## src/rtl/tsd_pkg.sv

```systemverilog
// shared constants and types for the test and string op decoder
package tsd_pkg;
   localparam logic [7:0] OPC_TEST_RM_REG = 8'h84;   // 1000010w
   localparam logic [7:0] OPC_TEST_IMM_RM = 8'hF6;   // 1111011w
   localparam logic [7:0] OPC_TEST_IMM_ACC = 8'hA8;  // 1010100w
   localparam logic [7:0] OPC_STRING_MOVE = 8'hA4;   // 1010010w
   localparam logic [7:0] OPC_STRING_PORT_OUT = 8'h6E; // 0110111w
   localparam logic [7:0] OPC_STRING_COMPARE = 8'hA6; // 1010011w
   localparam logic [7:0] OPC_STRING_LOAD = 8'hAC;   // 1010110w
   localparam logic [7:0] OPC_REPEAT_PREFIX = 8'hF2; // 11110010
   localparam logic [7:0] OPC_W_MASK = 8'hFE;
   localparam logic [2:0] SUBOP_TEST = 3'h0;
   localparam logic [1:0] MOD_REGISTER = 2'h3;
   localparam logic [7:0] CLK_TEST_RM_REG_REG = 8'h03;
   localparam logic [7:0] CLK_TEST_RM_REG_MEM = 8'h0A;
   localparam logic [7:0] CLK_TEST_IMM_RM_REG = 8'h04;
   localparam logic [7:0] CLK_TEST_IMM_RM_MEM = 8'h0A;
   localparam logic [7:0] CLK_TEST_ACC_BYTE = 8'h03;
   localparam logic [7:0] CLK_TEST_ACC_WORD = 8'h04;
   localparam logic [7:0] CLK_STRING_MOVE = 8'h0E;
   localparam logic [7:0] CLK_STRING_PORT_OUT = 8'h0E;
   localparam logic [7:0] CLK_STRING_COMPARE = 8'h16;
   localparam logic [7:0] CLK_STRING_LOAD = 8'h0C;
   localparam logic [7:0] CLK_REPEAT_BASE = 8'h08;
   localparam logic [7:0] CLK_REPEAT_PER = 8'h08;

   typedef enum logic [3:0] {
      TSD_OP_NONE,
      TSD_OP_TEST_RM_REG,
      TSD_OP_TEST_IMM_RM,
      TSD_OP_TEST_IMM_ACC,
      TSD_OP_STRING_MOVE,
      TSD_OP_STRING_PORT_OUT,
      TSD_OP_STRING_COMPARE,
      TSD_OP_STRING_LOAD,
      TSD_OP_REP_STRING_MOVE,
      TSD_OP_ILLEGAL
   } tsd_op_t;

   typedef struct packed {
      tsd_op_t op;
      logic word;
      logic mem;
      logic flags_only;
      logic [1:0] imm_bytes;
      logic [7:0] modrm;
      logic [15:0] imm;
   } tsd_decode_t;
endpackage : tsd_pkg

```

## src/rtl/tsd_clock_timer.sv

```systemverilog
// execution clock counter for one decoded instruction
`timescale 1ns/1ns
module tsd_clock_timer #(
   parameter int WIDTH = 24
) (
   input wire logic i_clk,
   input wire logic i_rst,
   input wire logic i_load,
   input wire logic [WIDTH-1:0] i_count,
   output logic o_busy,
   output logic o_done
);
   logic [WIDTH-1:0] remain;

   always_ff @(posedge i_clk or posedge i_rst) begin
      if (i_rst) begin
         remain <= '0;
         o_done <= 1'b0;
      end else if (i_load) begin
         remain <= i_count;
         o_done <= 1'b0;
      end else begin
         o_done <= (remain == {{(WIDTH-1){1'b0}}, 1'b1});
         if (remain != '0) begin
            remain <= remain - 1'b1;
         end
      end
   end

   assign o_busy = (remain != '0);
endmodule : tsd_clock_timer

```

## src/rtl/tsd_decoder.sv

```systemverilog
// decoder and clock timer for the flag-only and test and string operations
// Contract
// RL1: opcode 1000010w with a mod reg r/m byte is the flag-only and test, 3 clocks reg, 10 mem.
// RL2: opcode 1111011w with mod 000 r/m is the immediate test, second immediate byte only if w=1, 4 reg or 10 mem.
// RL3: opcode 1010100w followed by immediate data tests the accumulator, 3 clocks byte, 4 word.
// RL4: opcode 1010010w is the single string move and takes 14 clocks.
// RL5: opcode 0110111w is the string port output through the port pointer register, 14 clocks.
// RL6: opcode 1010011w is the single string compare and takes 22 clocks.
// RL7: opcode 1010110w is the string load into the accumulator, 12 clocks.
// RL8: prefix 11110010 repeats the next string move count register times, 8 plus 8 per pass.
// RL9: where two clock counts are listed, the first is byte width and the second word width.
// RL10: opcode bit 0 selects width, zero byte and one word, setting operand and immediate length.
`timescale 1ns/1ns
module tsd_decoder #(
   parameter int COUNT_WIDTH = 16,
   parameter int TIMER_WIDTH = 24
) (
   input wire logic I_MCLK,
   input wire logic I_RST,
   input wire logic i_byte_valid,
   input wire logic [7:0] i_byte,
   input wire logic [COUNT_WIDTH-1:0] i_count_register,
   output logic o_byte_ready,
   output tsd_pkg::tsd_decode_t o_decode,
   output logic o_decode_valid,
   output logic o_busy,
   output logic o_done
);
   typedef enum {
      TSD_S_OPCODE,
      TSD_S_MODRM,
      TSD_S_IMM_LO,
      TSD_S_IMM_HI,
      TSD_S_ISSUE,
      TSD_S_EXEC
   } tsd_state_t;

   tsd_state_t state;
   tsd_pkg::tsd_decode_t cur;
   logic rep_pending;
   logic timer_load;
   logic timer_busy;
   logic timer_done;
   logic [TIMER_WIDTH-1:0] timer_count;
   logic take;
   tsd_pkg::tsd_op_t base_op;

   function automatic tsd_pkg::tsd_op_t classify(input logic [7:0] b, input logic rep);
      logic [7:0] m;
      m = b & tsd_pkg::OPC_W_MASK;
      if (m == tsd_pkg::OPC_TEST_RM_REG) classify = tsd_pkg::TSD_OP_TEST_RM_REG; // RL1
      else if (m == tsd_pkg::OPC_TEST_IMM_RM) classify = tsd_pkg::TSD_OP_TEST_IMM_RM; // RL2
      else if (m == tsd_pkg::OPC_TEST_IMM_ACC) classify = tsd_pkg::TSD_OP_TEST_IMM_ACC; // RL3
      else if (m == tsd_pkg::OPC_STRING_MOVE) begin
         classify = rep ? tsd_pkg::TSD_OP_REP_STRING_MOVE : tsd_pkg::TSD_OP_STRING_MOVE; // RL4 RL8
      end
      else if (m == tsd_pkg::OPC_STRING_PORT_OUT) classify = tsd_pkg::TSD_OP_STRING_PORT_OUT; // RL5
      else if (m == tsd_pkg::OPC_STRING_COMPARE) classify = tsd_pkg::TSD_OP_STRING_COMPARE; // RL6
      else if (m == tsd_pkg::OPC_STRING_LOAD) classify = tsd_pkg::TSD_OP_STRING_LOAD; // RL7
      else classify = tsd_pkg::TSD_OP_ILLEGAL;
   endfunction : classify

   // pick byte or word figure
   function automatic logic [7:0] by_width(input logic w, input logic [7:0] b,
                                           input logic [7:0] wd);
      by_width = w ? wd : b; // RL9
   endfunction : by_width

   // flag-only forms update flags and write no result
   function automatic logic is_flag_test(input tsd_pkg::tsd_op_t op);
      is_flag_test = (op == tsd_pkg::TSD_OP_TEST_RM_REG) // RL1
         || (op == tsd_pkg::TSD_OP_TEST_IMM_RM) // RL2
         || (op == tsd_pkg::TSD_OP_TEST_IMM_ACC); // RL3
   endfunction : is_flag_test

   // immediate bytes after the opcode or modrm, none for other forms
   function automatic logic [1:0] imm_len(input tsd_pkg::tsd_op_t op, input logic w);
      if ((op == tsd_pkg::TSD_OP_TEST_IMM_RM) || (op == tsd_pkg::TSD_OP_TEST_IMM_ACC)) begin
         imm_len = w ? 2'h2 : 2'h1; // RL10
      end else begin
         imm_len = 2'h0;
      end
   endfunction : imm_len

   assign take = i_byte_valid && o_byte_ready;
   // width and length follow the bare opcode; the prefix only picks the repeated form
   assign base_op = classify(i_byte, 1'b0);
   // pure state decode, so the fetch side sees it well before the edge
   assign o_byte_ready = (state == TSD_S_OPCODE) || (state == TSD_S_MODRM)
                         || (state == TSD_S_IMM_LO) || (state == TSD_S_IMM_HI);

   // byte sequencing
   always_ff @(posedge I_MCLK or posedge I_RST) begin
      if (I_RST) begin
         state <= TSD_S_OPCODE;
         cur <= '0;
      end else begin
         case (state)
            TSD_S_OPCODE: begin
               if (take) begin
                  // a lone prefix only arms the repeat; the opcode comes next
                  if (i_byte != tsd_pkg::OPC_REPEAT_PREFIX) begin
                     cur <= '0;
                     cur.op <= classify(i_byte, rep_pending);
                     cur.word <= i_byte[0]; // RL10
                     cur.flags_only <= is_flag_test(base_op); // RL1 RL2 RL3
                     cur.imm_bytes <= imm_len(base_op, i_byte[0]); // RL10
                     case (base_op)
                        tsd_pkg::TSD_OP_TEST_RM_REG,
                        tsd_pkg::TSD_OP_TEST_IMM_RM: state <= TSD_S_MODRM;
                        tsd_pkg::TSD_OP_TEST_IMM_ACC: state <= TSD_S_IMM_LO; // RL3
                        default: state <= TSD_S_ISSUE;
                     endcase
                  end
               end
            end
            TSD_S_MODRM: begin
               if (take) begin
                  cur.modrm <= i_byte;
                  // mod 11 names a register, every other mod a memory operand
                  cur.mem <= (i_byte[7:6] != tsd_pkg::MOD_REGISTER);
                  if (cur.op == tsd_pkg::TSD_OP_TEST_IMM_RM) begin
                     // other reg fields belong to other ops sharing the opcode
                     if (i_byte[5:3] != tsd_pkg::SUBOP_TEST) begin
                        cur.op <= tsd_pkg::TSD_OP_ILLEGAL; // RL2
                        cur.imm_bytes <= 2'd0;
                        state <= TSD_S_ISSUE;
                     end else begin
                        state <= TSD_S_IMM_LO; // RL2
                     end
                  end else begin
                     state <= TSD_S_ISSUE; // RL1
                  end
               end
            end
            TSD_S_IMM_LO: begin
               if (take) begin
                  cur.imm[7:0] <= i_byte;
                  state <= cur.word ? TSD_S_IMM_HI : TSD_S_ISSUE; // RL2 RL10
               end
            end
            TSD_S_IMM_HI: begin
               if (take) begin
                  cur.imm[15:8] <= i_byte;
                  state <= TSD_S_ISSUE;
               end
            end
            TSD_S_ISSUE: begin
               state <= TSD_S_EXEC;
            end
            TSD_S_EXEC: begin
               if (o_done || !timer_busy) begin
                  state <= TSD_S_OPCODE;
               end
            end
            default: state <= TSD_S_OPCODE;
         endcase
      end
   end

   // prefix stays armed only until the next opcode byte
   always_ff @(posedge I_MCLK or posedge I_RST) begin
      if (I_RST) begin
         rep_pending <= 1'b0;
      end else if (take && (state == TSD_S_OPCODE)) begin
         rep_pending <= (i_byte == tsd_pkg::OPC_REPEAT_PREFIX); // RL8
      end
   end

   // execution clock count for the issued op
   always_comb begin
      timer_count = '0;
      case (cur.op)
         tsd_pkg::TSD_OP_TEST_RM_REG: timer_count = TIMER_WIDTH'(cur.mem
            ? tsd_pkg::CLK_TEST_RM_REG_MEM : tsd_pkg::CLK_TEST_RM_REG_REG); // RL1
         tsd_pkg::TSD_OP_TEST_IMM_RM: timer_count = TIMER_WIDTH'(cur.mem
            ? tsd_pkg::CLK_TEST_IMM_RM_MEM : tsd_pkg::CLK_TEST_IMM_RM_REG); // RL2
         tsd_pkg::TSD_OP_TEST_IMM_ACC: timer_count = TIMER_WIDTH'(by_width(cur.word,
            tsd_pkg::CLK_TEST_ACC_BYTE, tsd_pkg::CLK_TEST_ACC_WORD)); // RL3 RL9
         tsd_pkg::TSD_OP_STRING_MOVE: timer_count = TIMER_WIDTH'(tsd_pkg::CLK_STRING_MOVE); // RL4
         tsd_pkg::TSD_OP_STRING_PORT_OUT:
            timer_count = TIMER_WIDTH'(tsd_pkg::CLK_STRING_PORT_OUT); // RL5
         tsd_pkg::TSD_OP_STRING_COMPARE:
            timer_count = TIMER_WIDTH'(tsd_pkg::CLK_STRING_COMPARE); // RL6
         tsd_pkg::TSD_OP_STRING_LOAD: timer_count = TIMER_WIDTH'(tsd_pkg::CLK_STRING_LOAD); // RL7
         // count sampled at issue; later changes do not stretch the run
         tsd_pkg::TSD_OP_REP_STRING_MOVE: timer_count = TIMER_WIDTH'(tsd_pkg::CLK_REPEAT_BASE)
            + TIMER_WIDTH'(tsd_pkg::CLK_REPEAT_PER) * TIMER_WIDTH'(i_count_register); // RL8
         default: timer_count = '0;
      endcase
   end

   // a zero count never loads, so refused ops end without a done pulse
   assign timer_load = (state == TSD_S_ISSUE) && (timer_count != '0);

   // one shared down-counter, loaded once per issued op with a nonzero count
   tsd_clock_timer #(
      .WIDTH(TIMER_WIDTH)
   ) u_timer (
      .i_clk(I_MCLK),
      .i_rst(I_RST),
      .i_load(timer_load),
      .i_count(timer_count),
      .o_busy(timer_busy),
      .o_done(timer_done)
   );

   assign o_done = timer_done;
   // busy covers issue so no byte slips in before the timer loads
   assign o_busy = (state == TSD_S_EXEC) || (state == TSD_S_ISSUE);

   // decoded word, held from issue until the next issue
   always_ff @(posedge I_MCLK or posedge I_RST) begin
      if (I_RST) begin
         o_decode <= '0;
         o_decode_valid <= 1'b0;
      end else begin
         o_decode_valid <= (state == TSD_S_ISSUE);
         if (state == TSD_S_ISSUE) begin
            o_decode <= cur;
         end
      end
   end
endmodule : tsd_decoder

```

## config.mk

```make
export PLATFORM = sky130hd
export DESIGN_NAME = tsd_decoder
export DESIGN_NICKNAME = d
export VERILOG_FILES = /design/src/rtl/tsd_pkg.sv /design/src/rtl/tsd_clock_timer.sv /design/src/rtl/tsd_decoder.sv
export SDC_FILE = /design/constraint.sdc
export NUM_CORES = 1
export LEC_CHECK = 0
export ABC_AREA = 1
export BUFFER_PORTS_ARGS = -buffer_cell sky130_fd_sc_hd__buf_4
export CAP_MARGIN = 20
export CORE_ASPECT_RATIO = 1.75
export CORE_MARGIN = 4
export CORE_UTILIZATION = 50
export CTS_CLUSTER_DIAMETER = 200
export DETAILED_ROUTE_END_ITERATION = 10
export PLACE_DENSITY_LB_ADDON = 0.3
export SETUP_SLACK_MARGIN = 0.02
export SLEW_MARGIN = 20
export SYNTH_ARGS = -nofsm -noshare
export SYNTH_HDL_FRONTEND = slang
export SYNTH_SLANG_ARGS = --single-unit
```

## constraint.sdc

```tcl
create_clock -name I_MCLK -period 3.24 [get_ports I_MCLK]
set_clock_uncertainty 0.05 [all_clocks]
set_input_delay 0.324 -clock I_MCLK [delete_from_list [all_inputs] [get_ports I_MCLK]]
set_output_delay 0.324 -clock I_MCLK [all_outputs]
set_load 0.005 [all_outputs]
```

Word level (Yosys, flattened, before mapping). Index checks and enable logic that the tools add are counted.

Bits in registers: 125. Input port bits: 27. Output and inout port bits: 37. Logic and storage cells: 138.

Equality and inequality tests: 40. Multiplexer cells: 47. Reduce and logical (&&, ||, !) cells: 29. $add $sub $neg: 2.

Operators with widths (count): 32-bit two-way mux (6); 32-bit case mux with 6 select lines (1); 20-bit case mux with 7 select lines (1); 32-bit by 3-bit equality test with 1-bit output (second input constant) (4); 32-bit by 2-bit equality test with 1-bit output (second input constant) (3); 4-bit two-way mux (17); 33-bit two-way mux (2); 32-bit by 4-bit equality test with 1-bit output (second input constant) (2); 32-bit zero test (2); 24-bit two-way mux (2); 24-bit nonzero test (2); 7-bit equality test (second input constant) (6); 32-bit by 1-bit equality test with 1-bit output (second input constant) (1); 8-bit case mux with 2 select lines (2); 24-bit by 1-bit equality test with 1-bit output (second input constant) (1); 24-bit by 1-bit subtractor with 24-bit output (second input constant) (1); 4-bit by 19-bit adder with 20-bit output (first input constant) (1); 10-bit case mux with 2 select lines (1); 2-bit != test (second input constant) (9); 4-bit by 2-bit equality test with 1-bit output (second input constant) (4); 4-bit by 3-bit equality test with 1-bit output (second input constant) (4); 3-bit two-way mux (4); 4-bit AND reduction (3); 6-bit AND reduction (2); other kinds (19) (37).

Longest topological paths before layout. Gate-level depths: netlist of run 1.

Depth in word-level cells: 14. Depth in mapped cells: 16. Depth with buffers taken out: 16.

Hierarchy. A second synthesis of run 1 with hierarchy kept.

Cell total of the unflattened synthesis: 788. Area, all modules: 5614.1 um^2.

By module, submodules not included: tsd_decoder (area an instance 3794.9 um^2, cells each 518, seq. area each 1776.7 um^2, times used 1); tsd_clock_timer (area an instance 1819.2 um^2, cells each 270, seq. area each 625.6 um^2, times used 1).

Least setup slack after synthesis of run 1. No wires, ideal clock.

Kind: reg-to-reg. Start point: register cur[32] (netlist bit). End point: register u_timer.remain[4]. Stages on the path, launching flop included: 17. Period minus slack after synthesis: 1.858 ns. Library setup time: 0.124 ns. Buffers on the path: 2. Required time: 3.066 ns. Data arrival time: 1.684 ns. Setup slack: 1.382 ns. Cells stage by stage: dfrtp_1 inv_1 nor2_2 nand2_2 inv_2 buf_4 nand3_1 nand2_1 nor2_1 nand2_1 nor2_1 nand3_2 nand2_4 inv_4 buf_6 nand2_1 o21ai_2.

Cells in the longest elaborated chain, start to end: 6. Elaborated cells on any way between the ends: 14. Classes of those cells: eq/ne (8); mux (2); reduce/logical (4).

Ends and longest elaborated chain: start: declaration (RTL line tsd_decoder.sv:39) `tsd_pkg::tsd_decode_t cur;`; 4-bit by 3-bit equality test with 1-bit output (RTL line tsd_decoder.sv:173) `case (cur.op)`; 2-bit OR reduction (no source line); 20-bit case mux with 7 select lines (*) (RTL line tsd_decoder.sv:173); 24-bit nonzero test (RTL line tsd_decoder.sv:194) `assign timer_load = (state == TSD_S_ISSUE) && (timer_count != '0);`; 1-bit logical AND (RTL line tsd_decoder.sv:194); 24-bit two-way mux / 2-bit nonzero test (equally long branches); end signal: assignment (RTL line tsd_clock_timer.sv:20) `remain <= i_count;`; end signal: assignment (RTL line tsd_clock_timer.sv:25) `remain <= remain - 1'b1;`; end: declaration (RTL line tsd_clock_timer.sv:13) `logic [WIDTH-1:0] remain;`.

Mark *: on every way between the ends. The rest lies on a longest branch, timed or not. A chain may end at the register's enable or synchronous reset.

Worst setup path after layout of run 1.
Start point: register u_timer.remain[0]. End point: register state[0].

Cells in the longest elaborated chain, start to end: 5.

Ends and longest elaborated chain: 24-bit nonzero test (RTL line tsd_clock_timer.sv:30) `assign o_busy = (remain != '0);`; 1-bit zero test (RTL line tsd_decoder.sv:152) `if (o_done || !timer_busy) begin`; 1-bit logical OR (RTL line tsd_decoder.sv:152); 2-bit != test (no source line); 6-bit AND reduction (no source line); end signal: assignment (RTL line tsd_decoder.sv:139) `state <= cur.word ? TSD_S_IMM_HI : TSD_S_ISSUE;`; end: declaration (RTL line tsd_decoder.sv:38) `tsd_state_t state;`.

Every way passes these cells.

==> run_results.csv, run 1 <==
group,metric,value,unit
clocking,max-clock-path-buffers,2,
timing,period_minus_slack,2.365,ns
logic_synthesis,synth.cell_area,0.005199,mm2
finish,area_growth_syn_to_layout,17.69,%
power_and_ir_drop,ir_drop,0.4354,mV
timing,timing.final.setup_violations,0,
clocking,tritoncts,"yes",
critical_path,crit_path_frequent_cell,"sky130_fd_sc_hd__nand2_1",
global_routing,gr_util_all_layers,0.2506,
timing,max_freq,0.4227,GHz
critical_path,cp_cell_instances,"inv_1 > ha_1 > nand2_1 > nor2_1 > nand2_1 > inv_1 > nand2_1 > nand3_1 > nand3_1 > nand2_1 > o21ai_0",
critical_path,end_kind,"register",
power_and_ir_drop,final_total_power,0.004623,W
placement,dp.final_hpwl,11.26,mm
logic_synthesis,synth_top_area_frac,0.4621,
drt,detail_route.drc_violations,0,
logic_synthesis,yosys.cell_count.top_type,"sky130_fd_sc_hd__nand2_1",
finish,layout.core_utilization,0.5976,
critical_path,timing.critical_path.buf_inv,2,
clocking,cts_max_level,3,
drt,route.detailed.vias_per_inst,5.415,
timing,finalHoldViolCount,0,
global_routing,pin_count_of_the_biggest_net_entering_global_routing,58,
finish,share_of_layout_cells_above_drive_strength_1,0.1449,
die,horiz_die_dim,85.08,um
logic_synthesis,syn_area_per_cell,7.545,um2
critical_path,cp_slowest_stage_delay,0.41,ns
clocking,clock_pin_slew_on_the_worst_setup_and_hold_paths,0.08,ns
min_path,worst_hold_path_type,"primary input to async pin",
logic_synthesis,share_of_synthesized_area_occupied_by_flip_flops_and_latches,0.4621,
critical_path,critPathKind,"register to register",
placement,pre_cts_ws,0.7859,ns
clocking,cts_hold_repair.buffers,0,
drt,via_count,4798,
timing,max_slew.worst_pin.slew,0.8552,ns
die,placeableCoreArea,0.01024,mm2
logic_synthesis,ys_async_sr_fraction,1.000,
clocking,cts_resized,0,
timing,layout_worst_path_cycle_share,0.7301,
clocking,cts_inserted_buffers,9,
power_and_ir_drop,cellLeakagePower,3.204,nW
global_routing,grt_antenna_before_repair,0,
finish,diodes,0,
placement,port-buffer-count,63,
logic_synthesis,post-synth-top-area-cell,"sky130_fd_sc_hd__dfrtp_1",
logic_synthesis,cell_count_after_synthesis,689,
drt,dr.first_iter.drc_count,200,
clocking,ctsRootBufferMaster,"sky130_fd_sc_hd__clkbuf_16",
drt,routed_wire_length_per_instance,16.58,um
die,height_of_the_die,142.9,um
critical_path,critPathMaxFanout,15,
timing,setup_total_negative_slack,0,ns
placement,gp_routability_congestion,0.9578,
finish,finish.net_count,784,
global_routing,grt_first_pass_wirelength,23.81,mm
logic_synthesis,post_synth_num_cell_types,43,
timing,grt_setup_unrepaired,"false",
power_and_ir_drop,power_per_cell_area,755.5,mW/mm2
logic_synthesis,yosysWarnings,0,
drt,antenna_violating_nets_post_route,0,
finish,regArea,0.002402,mm2
clocking,clk_latency,0.35,ns
global_routing,number_of_global_route_vias_before_repair,4936,
timing,number_of_slew_limit_violations_in_the_final_report,0,
job,timing.max_cap.violations,0,
logic_synthesis,synth_seq_cells,96,
critical_path,critPathTopFamily,"simple AND/OR/NAND/NOR gates",
drt,postRouteWirelength,14.69,mm
logic_synthesis,synth.top_cells.by_area,"sky130_fd_sc_hd__dfrtp_1, sky130_fd_sc_hd__nand2_1, sky130_fd_sc_hd__inv_1, sky130_fd_sc_hd__nor2_1, sky130_fd_sc_hd__o21ai_0",
die,floorplan.initialDensity,0.5078,
logic_synthesis,synth_enable_flop_cells,0,
clocking,post-cts-setup-buffers,0,
die,rows,49,
logic_synthesis,synthTopCellsByCount,"sky130_fd_sc_hd__nand2_1, sky130_fd_sc_hd__inv_1, sky130_fd_sc_hd__dfrtp_1",
logic_synthesis,syn-num-nets,719,
die,ios,64,
finish,fillers,960,
critical_path,required,3.41,ns
timing,timing.max_slew.rel_slack,0.4298,
finish,multi_input_area,0.002338,mm2
critical_path,worstSetupStartpointType,"register",
critical_path,master_of_the_slowest_instance_on_the_critical_path,"sky130_fd_sc_hd__dfrtp_1",
drt,drt_first_pass_iters,4,
status,status,"completed",
timing,final_critical_path_setup_slack,0.8745,ns
logic_synthesis,synth_top_flop_cell,"sky130_fd_sc_hd__dfrtp_1",
die,dieArea,0.01216,mm2
clocking,numClockSinks,96,
critical_path,worst-endpoint-arrival,2.54,ns
global_routing,grt_overflow,0,
-- registers in the layout (all words and copies together), names as in the netlist --
register / count
o_decode_valid: 1
cur: 33
state: 3
u_timer.remain: 24
o_decode: 33
rep_pending: 1
u_timer.o_done: 1
-- through the flow --
stage               hold slack [ns]  cell area (um2)  std cells
CTS                         0.09690             6118        886
detailed placement           0.4138             5802        870
global route                 0.1299             6118        886
floorplan                    0.3950             5199        689
global placement             0.4068             5802        870
finish                      0.06690             6118        886
-- worst paths after layout --
check | from | to | cells past startpoint | slack [ns]
worst min-delay path | I_RST | o_decode_valid$_DFF_PP0_ | 2 | 0.07
worst min register to register | o_decode[25]$_DFFE_PP0P_ | o_decode[25]$_DFFE_PP0P_ | 2 | 0.43
worst max register to register | u_timer.remain[0]$_DFFE_PP0P_ | state[0]$_DFFE_PP0P_ | 11 | 0.87
min in group I_MCLK | i_byte[0] | cur[28]$_DFFE_PP0P_ | 3 | 0.16
worst max-delay path | u_timer.remain[0]$_DFFE_PP0P_ | state[0]$_DFFE_PP0P_ | 11 | 0.87
max in group asynchronous | I_RST | o_decode[30]$_DFFE_PP0P_ | 3 | 2.32
-- kinds of logic (layout without fill, tap and decap cells) --
family / Yosys count / after routing / share of synthesized area
XOR/XNOR: 19 / 19 / 0.03201
adder cells (fa/ha/maj): 3 / 3 / 0.007221
AND/OR/NAND/NOR: 355 / 355 / 0.2948
AO/OA/AOI/OAI: 102 / 102 / 0.1158
buffers and inverters: 114 / 184 / 0.08808
flip-flops: 96 / 96 / 0.4621
-- layout make-up --
type	instances	share of cell area
Timing Repair Buffer	68	0.08548
Sequential cell	96	0.3926
Clock buffer	9	0.03681
Tap cell	127	0.02597
Inverter	100	0.06196
Clock inverter	7	0.01493
Multi-Input combinational cell	479	0.3822
-- layout by cell type, fill, tap and decap left out, types with 4 or more instances in the layout --
cell type	synthesis	layout
sky130_fd_sc_hd__nand2_2	4	4
sky130_fd_sc_hd__clkinv_8	0	4
sky130_fd_sc_hd__a21oi_1	8	8
sky130_fd_sc_hd__nor2_2	4	4
sky130_fd_sc_hd__inv_1	97	96
sky130_fd_sc_hd__o21ai_0	51	51
sky130_fd_sc_hd__buf_4	1	67
sky130_fd_sc_hd__nor3_1	9	9
sky130_fd_sc_hd__o22ai_1	16	16
sky130_fd_sc_hd__o31ai_1	8	8
sky130_fd_sc_hd__clkbuf_16	0	9
sky130_fd_sc_hd__nor2_1	85	85
sky130_fd_sc_hd__xor2_1	16	16
sky130_fd_sc_hd__nand2_1	178	178
sky130_fd_sc_hd__nand4_1	10	10
sky130_fd_sc_hd__dfrtp_1	96	96
sky130_fd_sc_hd__nand3_1	50	50
sky130_fd_sc_hd__nand3_2	4	4
-- worst register-to-register path: cells and delay by family, from the launching register on --
family / cells / cell delay [ns]
buffers and inverters: 2 / 0.19
AO/OA/AOI/OAI: 1 / 0.09
flip-flops: 1 / 0.41
adder cells (fa/ha/maj): 1 / 0.19
AND/OR/NAND/NOR: 7 / 1.29
-- power by group --
| part | switching [W] | leakage (nW) | internal (W) |
|---|---|---|---|
| Combinational | 0.00122 | 1.76 | 0.000628 |
| Clock | 0.000547 | 0.152 | 0.000556 |
| Sequential | 0.000207 | 1.30 | 0.00147 |
-- routing by layer --
layer  up-vias  part of all wire  global-route usage
met5         -                 0                   0
met1      2267              0.36              0.2629
met4         0             0.064              0.1576
li1       2338                 -                   -
met2       135              0.55              0.4557
met3        58             0.033             0.04215
Power figures use the tool's default switching activity.
==> run 2, diff against run 1 <==
- clock period: 3.24 -> 2 ns (I/O delays scaled with it)
==> run_results.csv, run 2 (synthesized netlist as in run 1, its figures left out) <==
group,metric,value,unit
critical_path,required,2.19,ns
placement,port-buffer-count,63,
drt,route.detailed.vias_per_inst,5.678,
finish,layout.core_utilization,0.7297,
drt,routed_wire_length_per_instance,18.79,um
timing,worst_hold_margin,0.05763,ns
job,timing.max_cap.violations,0,
timing,period_minus_slack,2.298,ns
global_routing,grt_overflow,0,
drt,postRouteWirelength,18.64,mm
clocking,cts_inserted_buffers,9,
critical_path,master_of_the_slowest_instance_on_the_critical_path,"sky130_fd_sc_hd__dfrtp_1",
timing,layout_worst_path_cycle_share,1.149,
critical_path,critPathMaxFanout,5,
timing,grt_setup_unrepaired,"true",
critical_path,worst-endpoint-arrival,2.49,ns
critical_path,end_kind,"register",
status,violations,"setup timing",
global_routing,grt_antenna_before_repair,0,
finish,mostFrequentLayoutCells,"sky130_fd_sc_hd__buf_4, sky130_fd_sc_hd__nand2_1, sky130_fd_sc_hd__dfrtp_1",
clocking,numClockSinks,96,
critical_path,critical_path.reg2reg.endpoint,"u_timer.remain[1]$_DFFE_PP0P_",
critical_path,r2r_slack,-0.30,ns
critical_path,cp_slowest_stage_delay,0.43,ns
finish,share_of_layout_cells_above_drive_strength_1,0.3607,
drt,dr.first_iter.drc_count,435,
die,height_of_the_die,142.9,um
min_path,hp-start,"i_byte[0]",
finish,layout.cells.most_common,"sky130_fd_sc_hd__buf_4",
timing,final_critical_path_setup_slack,-0.2983,ns
clocking,tritoncts,"yes",
finish,finish.net_count,890,
die,dieArea,0.01216,mm2
drt,drt_first_pass_iters,5,
critical_path,critPathKind,"register to register",
clocking,cts_max_level,3,
finish,area_growth_syn_to_layout,43.71,%
timing,finalHoldViolCount,0,
power_and_ir_drop,power_per_cell_area,1330,mW/mm2
placement,gp_routability_congestion,0.9738,
finish,fillers,693,
timing,max_slew.worst_pin.slew,0.6260,ns
clocking,clk_latency,0.36,ns
critical_path,r2r-start,"cur[32]$_DFFE_PP0P_",
finish,layout.cells.non_filler,992,
timing,timing.final.setup_violations,25,
clocking,clock_pin_slew_on_the_worst_setup_and_hold_paths,0.08,ns
die,floorplan.initialDensity,0.5078,
drt,antenna_violating_nets_post_route,0,
min_path,min_to,"cur[28]$_DFFE_PP0P_",
die,rows,49,
timing,max_freq,0.4351,GHz
critical_path,cp_cell_instances,"inv_2 > buf_6 > nand3_2 > nand2_1 > inv_1 > nand3_2 > nor2_4 > nand3_2 > nor2_4 > nand3_4 > buf_12 > nand2_8 > o21ai_0 > nand2_1 > nand2_1",
global_routing,pin_count_of_the_biggest_net_entering_global_routing,97,
global_routing,number_of_global_route_vias_before_repair,5769,
clocking,ctsRootBufferMaster,"sky130_fd_sc_hd__clkbuf_16",
timing,number_of_slew_limit_violations_in_the_final_report,0,
status,status,"finished with violations",
power_and_ir_drop,ir_drop,0.7747,mV
drt,detail_route.drc_violations,0,
placement,dp.final_hpwl,11.79,mm
global_routing,grt_first_pass_wirelength,27.78,mm
timing,timing.max_slew.rel_slack,0.5827,
drt,via_count,5633,
die,placeableCoreArea,0.01024,mm2
critical_path,ff_to_ff_path_depth,15,
placement,numPlacedInstances,946,
min_path,worst_hold_path_type,"primary input to register",
min_path,holdPathStages,3,
critical_path,worstSetupStartpointType,"register",
power_and_ir_drop,cellLeakagePower,3.784,nW
die,horiz_die_dim,85.08,um
global_routing,gr_util_all_layers,0.2920,
die,ios,64,
finish,top_regs,"cur: 33 flops, o_decode: 33 flops, u_timer.remain: 24 flops",
clocking,max-clock-path-buffers,2,
finish,diodes,0,
run 2: cell count changes in the layout (fill, tap and decap cells not counted), sizes merged:
cell / before / now
clkinv: 6 / 4
inv: 101 / 100
nand2: 183 / 185
buf: 68 / 169
clkinvlp: 0 / 5
dlygate4sd3: 0 / 1
run 2: routing by layer:
layer | track usage | share of wire | routed length (um) | vias to the layer above
li1 | - | - | - | 2555
met1 | 0.2814 | 0.32 | 5991 | 2634
met2 | 0.5348 | 0.54 | 10110 | 305
met3 | 0.04908 | 0.054 | 1009 | 139
met4 | 0.2310 | 0.082 | 1524 | 0
met5 | 0 | 0 | 0 | -
run 2: report_power, final:
part	leakage [nW]	internal [W]	switching, W
clock	0.140	0.000883	0.000839
combinational	2.35	0.00223	0.00326
sequential	1.29	0.00238	0.000340
total	3.78	0.00550	0.00444
run 2: worst max path at each step:
| stage | cells past startpoint | end | slack [ns] | from |
|---|---|---|---|---|
| global route | 15 | u_timer.remain[1]$_DFFE_PP0P_ | -0.35 | cur[29]$_DFFE_PP0P_ |
| floorplan | 16 | u_timer.remain[4]$_DFFE_PP0P_ | 0.14 | cur[32]$_DFFE_PP0P_ |
| finish | 15 | u_timer.remain[1]$_DFFE_PP0P_ | -0.30 | cur[32]$_DFFE_PP0P_ |
| CTS | 15 | u_timer.remain[15]$_DFFE_PP0P_ | -0.05 | cur[31]$_DFFE_PP0P_ |
| global placement | 14 | u_timer.remain[1]$_DFFE_PP0P_ | -0.28 | cur[31]$_DFFE_PP0P_ |
| detailed placement | 14 | u_timer.remain[1]$_DFFE_PP0P_ | -0.32 | cur[31]$_DFFE_PP0P_ |
run 2: layout make-up:
class | count | area, um2 | area share
clock buffer | 9 | 225.2 | 0.03015
clock inverter | 7 | 73.82 | 0.009881
sequential | 96 | 2406 | 0.3221
timing repair buffer | 170 | 1346 | 0.1802
timing repair inverter | 2 | 23.77 | 0.003182
multi-input combinational | 481 | 2839 | 0.3800
tap | 127 | 158.9 | 0.02127
inverter | 100 | 397.9 | 0.05326
run 2: worst max-delay path, delay by kind of cell (launching register included):
family	cells	cell delay [ns]
AO/OA/AOI/OAI	1	0.13
buffers and inverters	4	0.46
flip-flops	1	0.43
AND/OR/NAND/NOR	10	1.14
run 2: through the flow:
step / cell area (um2) / total power (W) / TNS [ns] / setup WS, ns
final: 7471 / 0.009935 / -5.922 / -0.2983
after global routing: 7471 / 0.01048 / -7.083 / -0.3516
after CTS: 7163 / 0.009102 / -0.1842 / -0.04567
after detailed placement: 6387 / 0.006352 / -4.225 / -0.3235
after global placement: 6387 / 0.006246 / -2.680 / -0.2825
after floorplan: 5202 / 0.004815 / 0 / 0.1423
run 2: timing repair:
item | in CTS | in global routing
gates cloned | 5 | 0
pin swaps | 21 | 22
resized for setup | 87 | 67
setup endpoints to repair | 28 | 29
setup buffers | 19 | 6
hold endpoints to repair | 96 | 0
hold buffers | 1 | 0
==> run 3, diff against run 2 <==
- ABC_AREA: 1 -> 0
==> run_results.csv, run 3 <==
group,metric,value,unit
die,floorplan.initialDensity,0.5173,
logic_synthesis,post_synth_num_cell_types,65,
status,violations,"setup timing",
min_path,worst_hold_path_type,"primary input to register",
logic_synthesis,ys_async_sr_fraction,1.000,
clocking,ctsRootBufferMaster,"sky130_fd_sc_hd__clkbuf_16",
die,height_of_the_die,142.4,um
timing,setup_total_negative_slack,-5.046,ns
critical_path,worstSetupStartpointType,"register",
die,dieArea,0.01207,mm2
logic_synthesis,synth.cell_area,0.005157,mm2
logic_synthesis,yosysWarnings,0,
timing,final_critical_path_setup_slack,-0.3111,ns
logic_synthesis,synthTopCellsByCount,"sky130_fd_sc_hd__nand2_1, sky130_fd_sc_hd__dfrtp_1, sky130_fd_sc_hd__nor2_1",
global_routing,pin_count_of_the_biggest_net_entering_global_routing,45,
logic_synthesis,cell_count_after_synthesis,585,
placement,port-buffer-count,63,
critical_path,cp_cell_instances,"or4_4 > nor4_4 > nand3_2 > nor2b_4 > buf_6 > a21oi_2 > mux2_4",
timing,layout_worst_path_cycle_share,1.156,
finish,diodes,0,
placement,pre_cts_ws,-0.3004,ns
global_routing,global_route.peak_usage_layer,"met2",
clocking,clk_latency,0.34,ns
finish,share_of_layout_cells_above_drive_strength_1,0.3324,
timing,timing.final.setup_violations,26,
power_and_ir_drop,ir_drop,0.9231,mV
die,ios,64,
job,timing.max_cap.violations,0,
placement,gp_routability_congestion,0.9154,
timing,finalHoldViolCount,0,
critical_path,critPathKind,"register to register",
logic_synthesis,synth_enable_flop_cells,0,
logic_synthesis,share_of_synthesized_area_occupied_by_flip_flops_and_latches,0.4658,
timing,grt_setup_unrepaired,"true",
logic_synthesis,synth_top_flop_cell,"sky130_fd_sc_hd__dfrtp_1",
logic_synthesis,synth.top_cells.by_area,"sky130_fd_sc_hd__dfrtp_1, sky130_fd_sc_hd__nand2_1, sky130_fd_sc_hd__xnor2_1, sky130_fd_sc_hd__nor2_1, sky130_fd_sc_hd__o21ai_0",
finish,top_regs,"cur: 33 flops, o_decode: 33 flops, u_timer.remain: 24 flops",
global_routing,number_of_global_route_vias_before_repair,5067,
critical_path,critPathTopFamily,"simple AND/OR/NAND/NOR gates",
drt,dr.first_iter.drc_count,241,
status,status,"finished with violations",
drt,route.detailed.vias_per_inst,5.662,
critical_path,r2r_slack,-0.31,ns
drt,detail_route.drc_violations,0,
global_routing,grt_overflow,0,
critical_path,cp_slowest_stage_delay,0.58,ns
power_and_ir_drop,final_total_power,0.009186,W
logic_synthesis,synth_seq_cells,96,
critical_path,critPathMaxFanout,5,
clocking,cts_inserted_buffers,9,
critical_path,master_of_the_slowest_instance_on_the_critical_path,"sky130_fd_sc_hd__or4_4",
logic_synthesis,syn_area_per_cell,8.816,um2
critical_path,end_kind,"register",
logic_synthesis,synth_top_area_frac,0.4658,
global_routing,grtUsageMet3,0.03302,
clocking,tritoncts,"yes",
finish,mostFrequentLayoutCells,"sky130_fd_sc_hd__nand2_1, sky130_fd_sc_hd__buf_4, sky130_fd_sc_hd__dfrtp_1",
clocking,max-clock-path-buffers,2,
global_routing,gr-usage-met2,0.4775,
drt,antenna_violating_nets_post_route,0,
drt,routed_wire_length_per_instance,17.40,um
global_routing,grtUsageMet1,0.2719,
placement,dp.final_hpwl,10.77,mm
timing,period_minus_slack,2.311,ns
critical_path,required,2.18,ns
clocking,numClockSinks,96,
finish,fillers,758,
timing,timing.max_slew.rel_slack,0.5751,
logic_synthesis,post-synth-top-area-cell,"sky130_fd_sc_hd__dfrtp_1",
power_and_ir_drop,cellLeakagePower,3.413,nW
drt,drt_first_pass_iters,5,
logic_synthesis,yosys.cell_count.top_type,"sky130_fd_sc_hd__nand2_1",
finish,layout.cells.most_common,"sky130_fd_sc_hd__nand2_1",
die,placeableCoreArea,0.009970,mm2
global_routing,grt_antenna_before_repair,0,
global_routing,grt_first_pass_wirelength,24.36,mm
finish,finish.net_count,762,
critical_path,worst-endpoint-arrival,2.49,ns
finish,area_growth_syn_to_layout,37.99,%
finish,multi_input_area,0.002819,mm2
power_and_ir_drop,power_per_cell_area,1291,mW/mm2
die,horiz_die_dim,84.78,um
finish,regArea,0.002404,mm2
timing,number_of_slew_limit_violations_in_the_final_report,0,
timing,max_freq,0.4327,GHz
logic_synthesis,syn-num-nets,615,
critical_path,timing.critical_path.buf_inv,1,
drt,via_count,4881,
drt,postRouteWirelength,15.00,mm
clocking,clock_pin_slew_on_the_worst_setup_and_hold_paths,0.08,ns
global_routing,gr_util_all_layers,0.2523,
clocking,cts_max_level,3,
timing,max_slew.worst_pin.slew,0.6359,ns
die,rows,48,
-- run 3: cell types whose count changed in the layout (fill, tap and decap cells not counted), moves of 15 or more --
cell | previous run | this run
sky130_fd_sc_hd__xnor2_1 | 3 | 22
sky130_fd_sc_hd__nor2_1 | 60 | 32
sky130_fd_sc_hd__nand2_2 | 23 | 2
sky130_fd_sc_hd__inv_1 | 88 | 3
sky130_fd_sc_hd__o21ai_0 | 40 | 24
sky130_fd_sc_hd__nor2_4 | 19 | 4
sky130_fd_sc_hd__nand3_2 | 25 | 3
-- run 3: area by class of cell --
type | count | area share
Tap cell | 125 | 0.02198
Multi-Input combinational cell | 449 | 0.3961
Sequential cell | 96 | 0.3377
Clock buffer | 9 | 0.03165
Inverter | 5 | 0.003165
Timing Repair Buffer | 171 | 0.1960
Clock inverter | 7 | 0.01336
-- run 3: report_power, final --
part | internal [W] | switching [W] | total, W
Clock | 0.00101 | 0.000811 | 0.00182
Sequential | 0.00246 | 0.000385 | 0.00284
Combinational | 0.00214 | 0.00239 | 0.00453
Total | 0.00560 | 0.00358 | 0.00919
-- run 3: path summary, 6_finish.rpt --
| path | startpoint | endpoint | depth (start not counted) |
|---|---|---|---|
| min in group asynchronous | I_RST | o_decode[1]$_DFFE_PP0P_ | 3 |
| hold / removal | i_byte[6] | cur[14]$_DFFE_PP0P_ | 2 |
| setup reg to reg | u_timer.remain[4]$_DFFE_PP0P_ | u_timer.remain[9]$_DFFE_PP0P_ | 7 |
| setup / recovery | u_timer.remain[4]$_DFFE_PP0P_ | u_timer.remain[9]$_DFFE_PP0P_ | 7 |
| hold reg to reg | cur[20]$_DFFE_PP0P_ | o_decode[20]$_DFFE_PP0P_ | 2 |
| max in group asynchronous | I_RST | cur[29]$_DFFE_PP0P_ | 4 |
-- run 3: per-stage QoR --
step | area (um2) | utilization | std cells | hold WS, ns
after CTS | 6987 | 0.7008 | 859 | 0.05985
final | 7117 | 0.7139 | 862 | 0.06123
after global routing | 7117 | 0.7139 | 862 | 0.04993
after floorplan | 5241 | - | 585 | 0.2826
after detailed placement | 6504 | 0.6524 | 834 | 0.2662
after global placement | 6504 | 0.6524 | 834 | 0.2563
-- run 3: logic make-up (layout without fill, tap and decap cells) --
group	count (synthesis)	count (layout)	synth area share
simple gates	299	299	0.2805
fa+ha+maj	3	3	0.007279
xor+xnor	33	33	0.05604
mux	12	12	0.02402
compound gates	102	102	0.1339
flops	96	96	0.4658
buf+inv	40	192	0.03251
-- run 3: what timing repair did --
action | in CTS | in global routing
pin swaps | 15 | 6
cloned | 1 | 0
endpoints found under the setup margin | 26 | 27
endpoints found under the hold margin | 25 | 0
hold buffers | 1 | 0
gates resized for setup | 24 | 24
setup buffers | 7 | 4
-- run 3: per-layer routing --
metal | up-vias | share of wire
li1 | 2316 | -
met1 | 2372 | 0.37
met2 | 139 | 0.56
met3 | 54 | 0.030
met4 | 0 | 0.043
met5 | - | 0
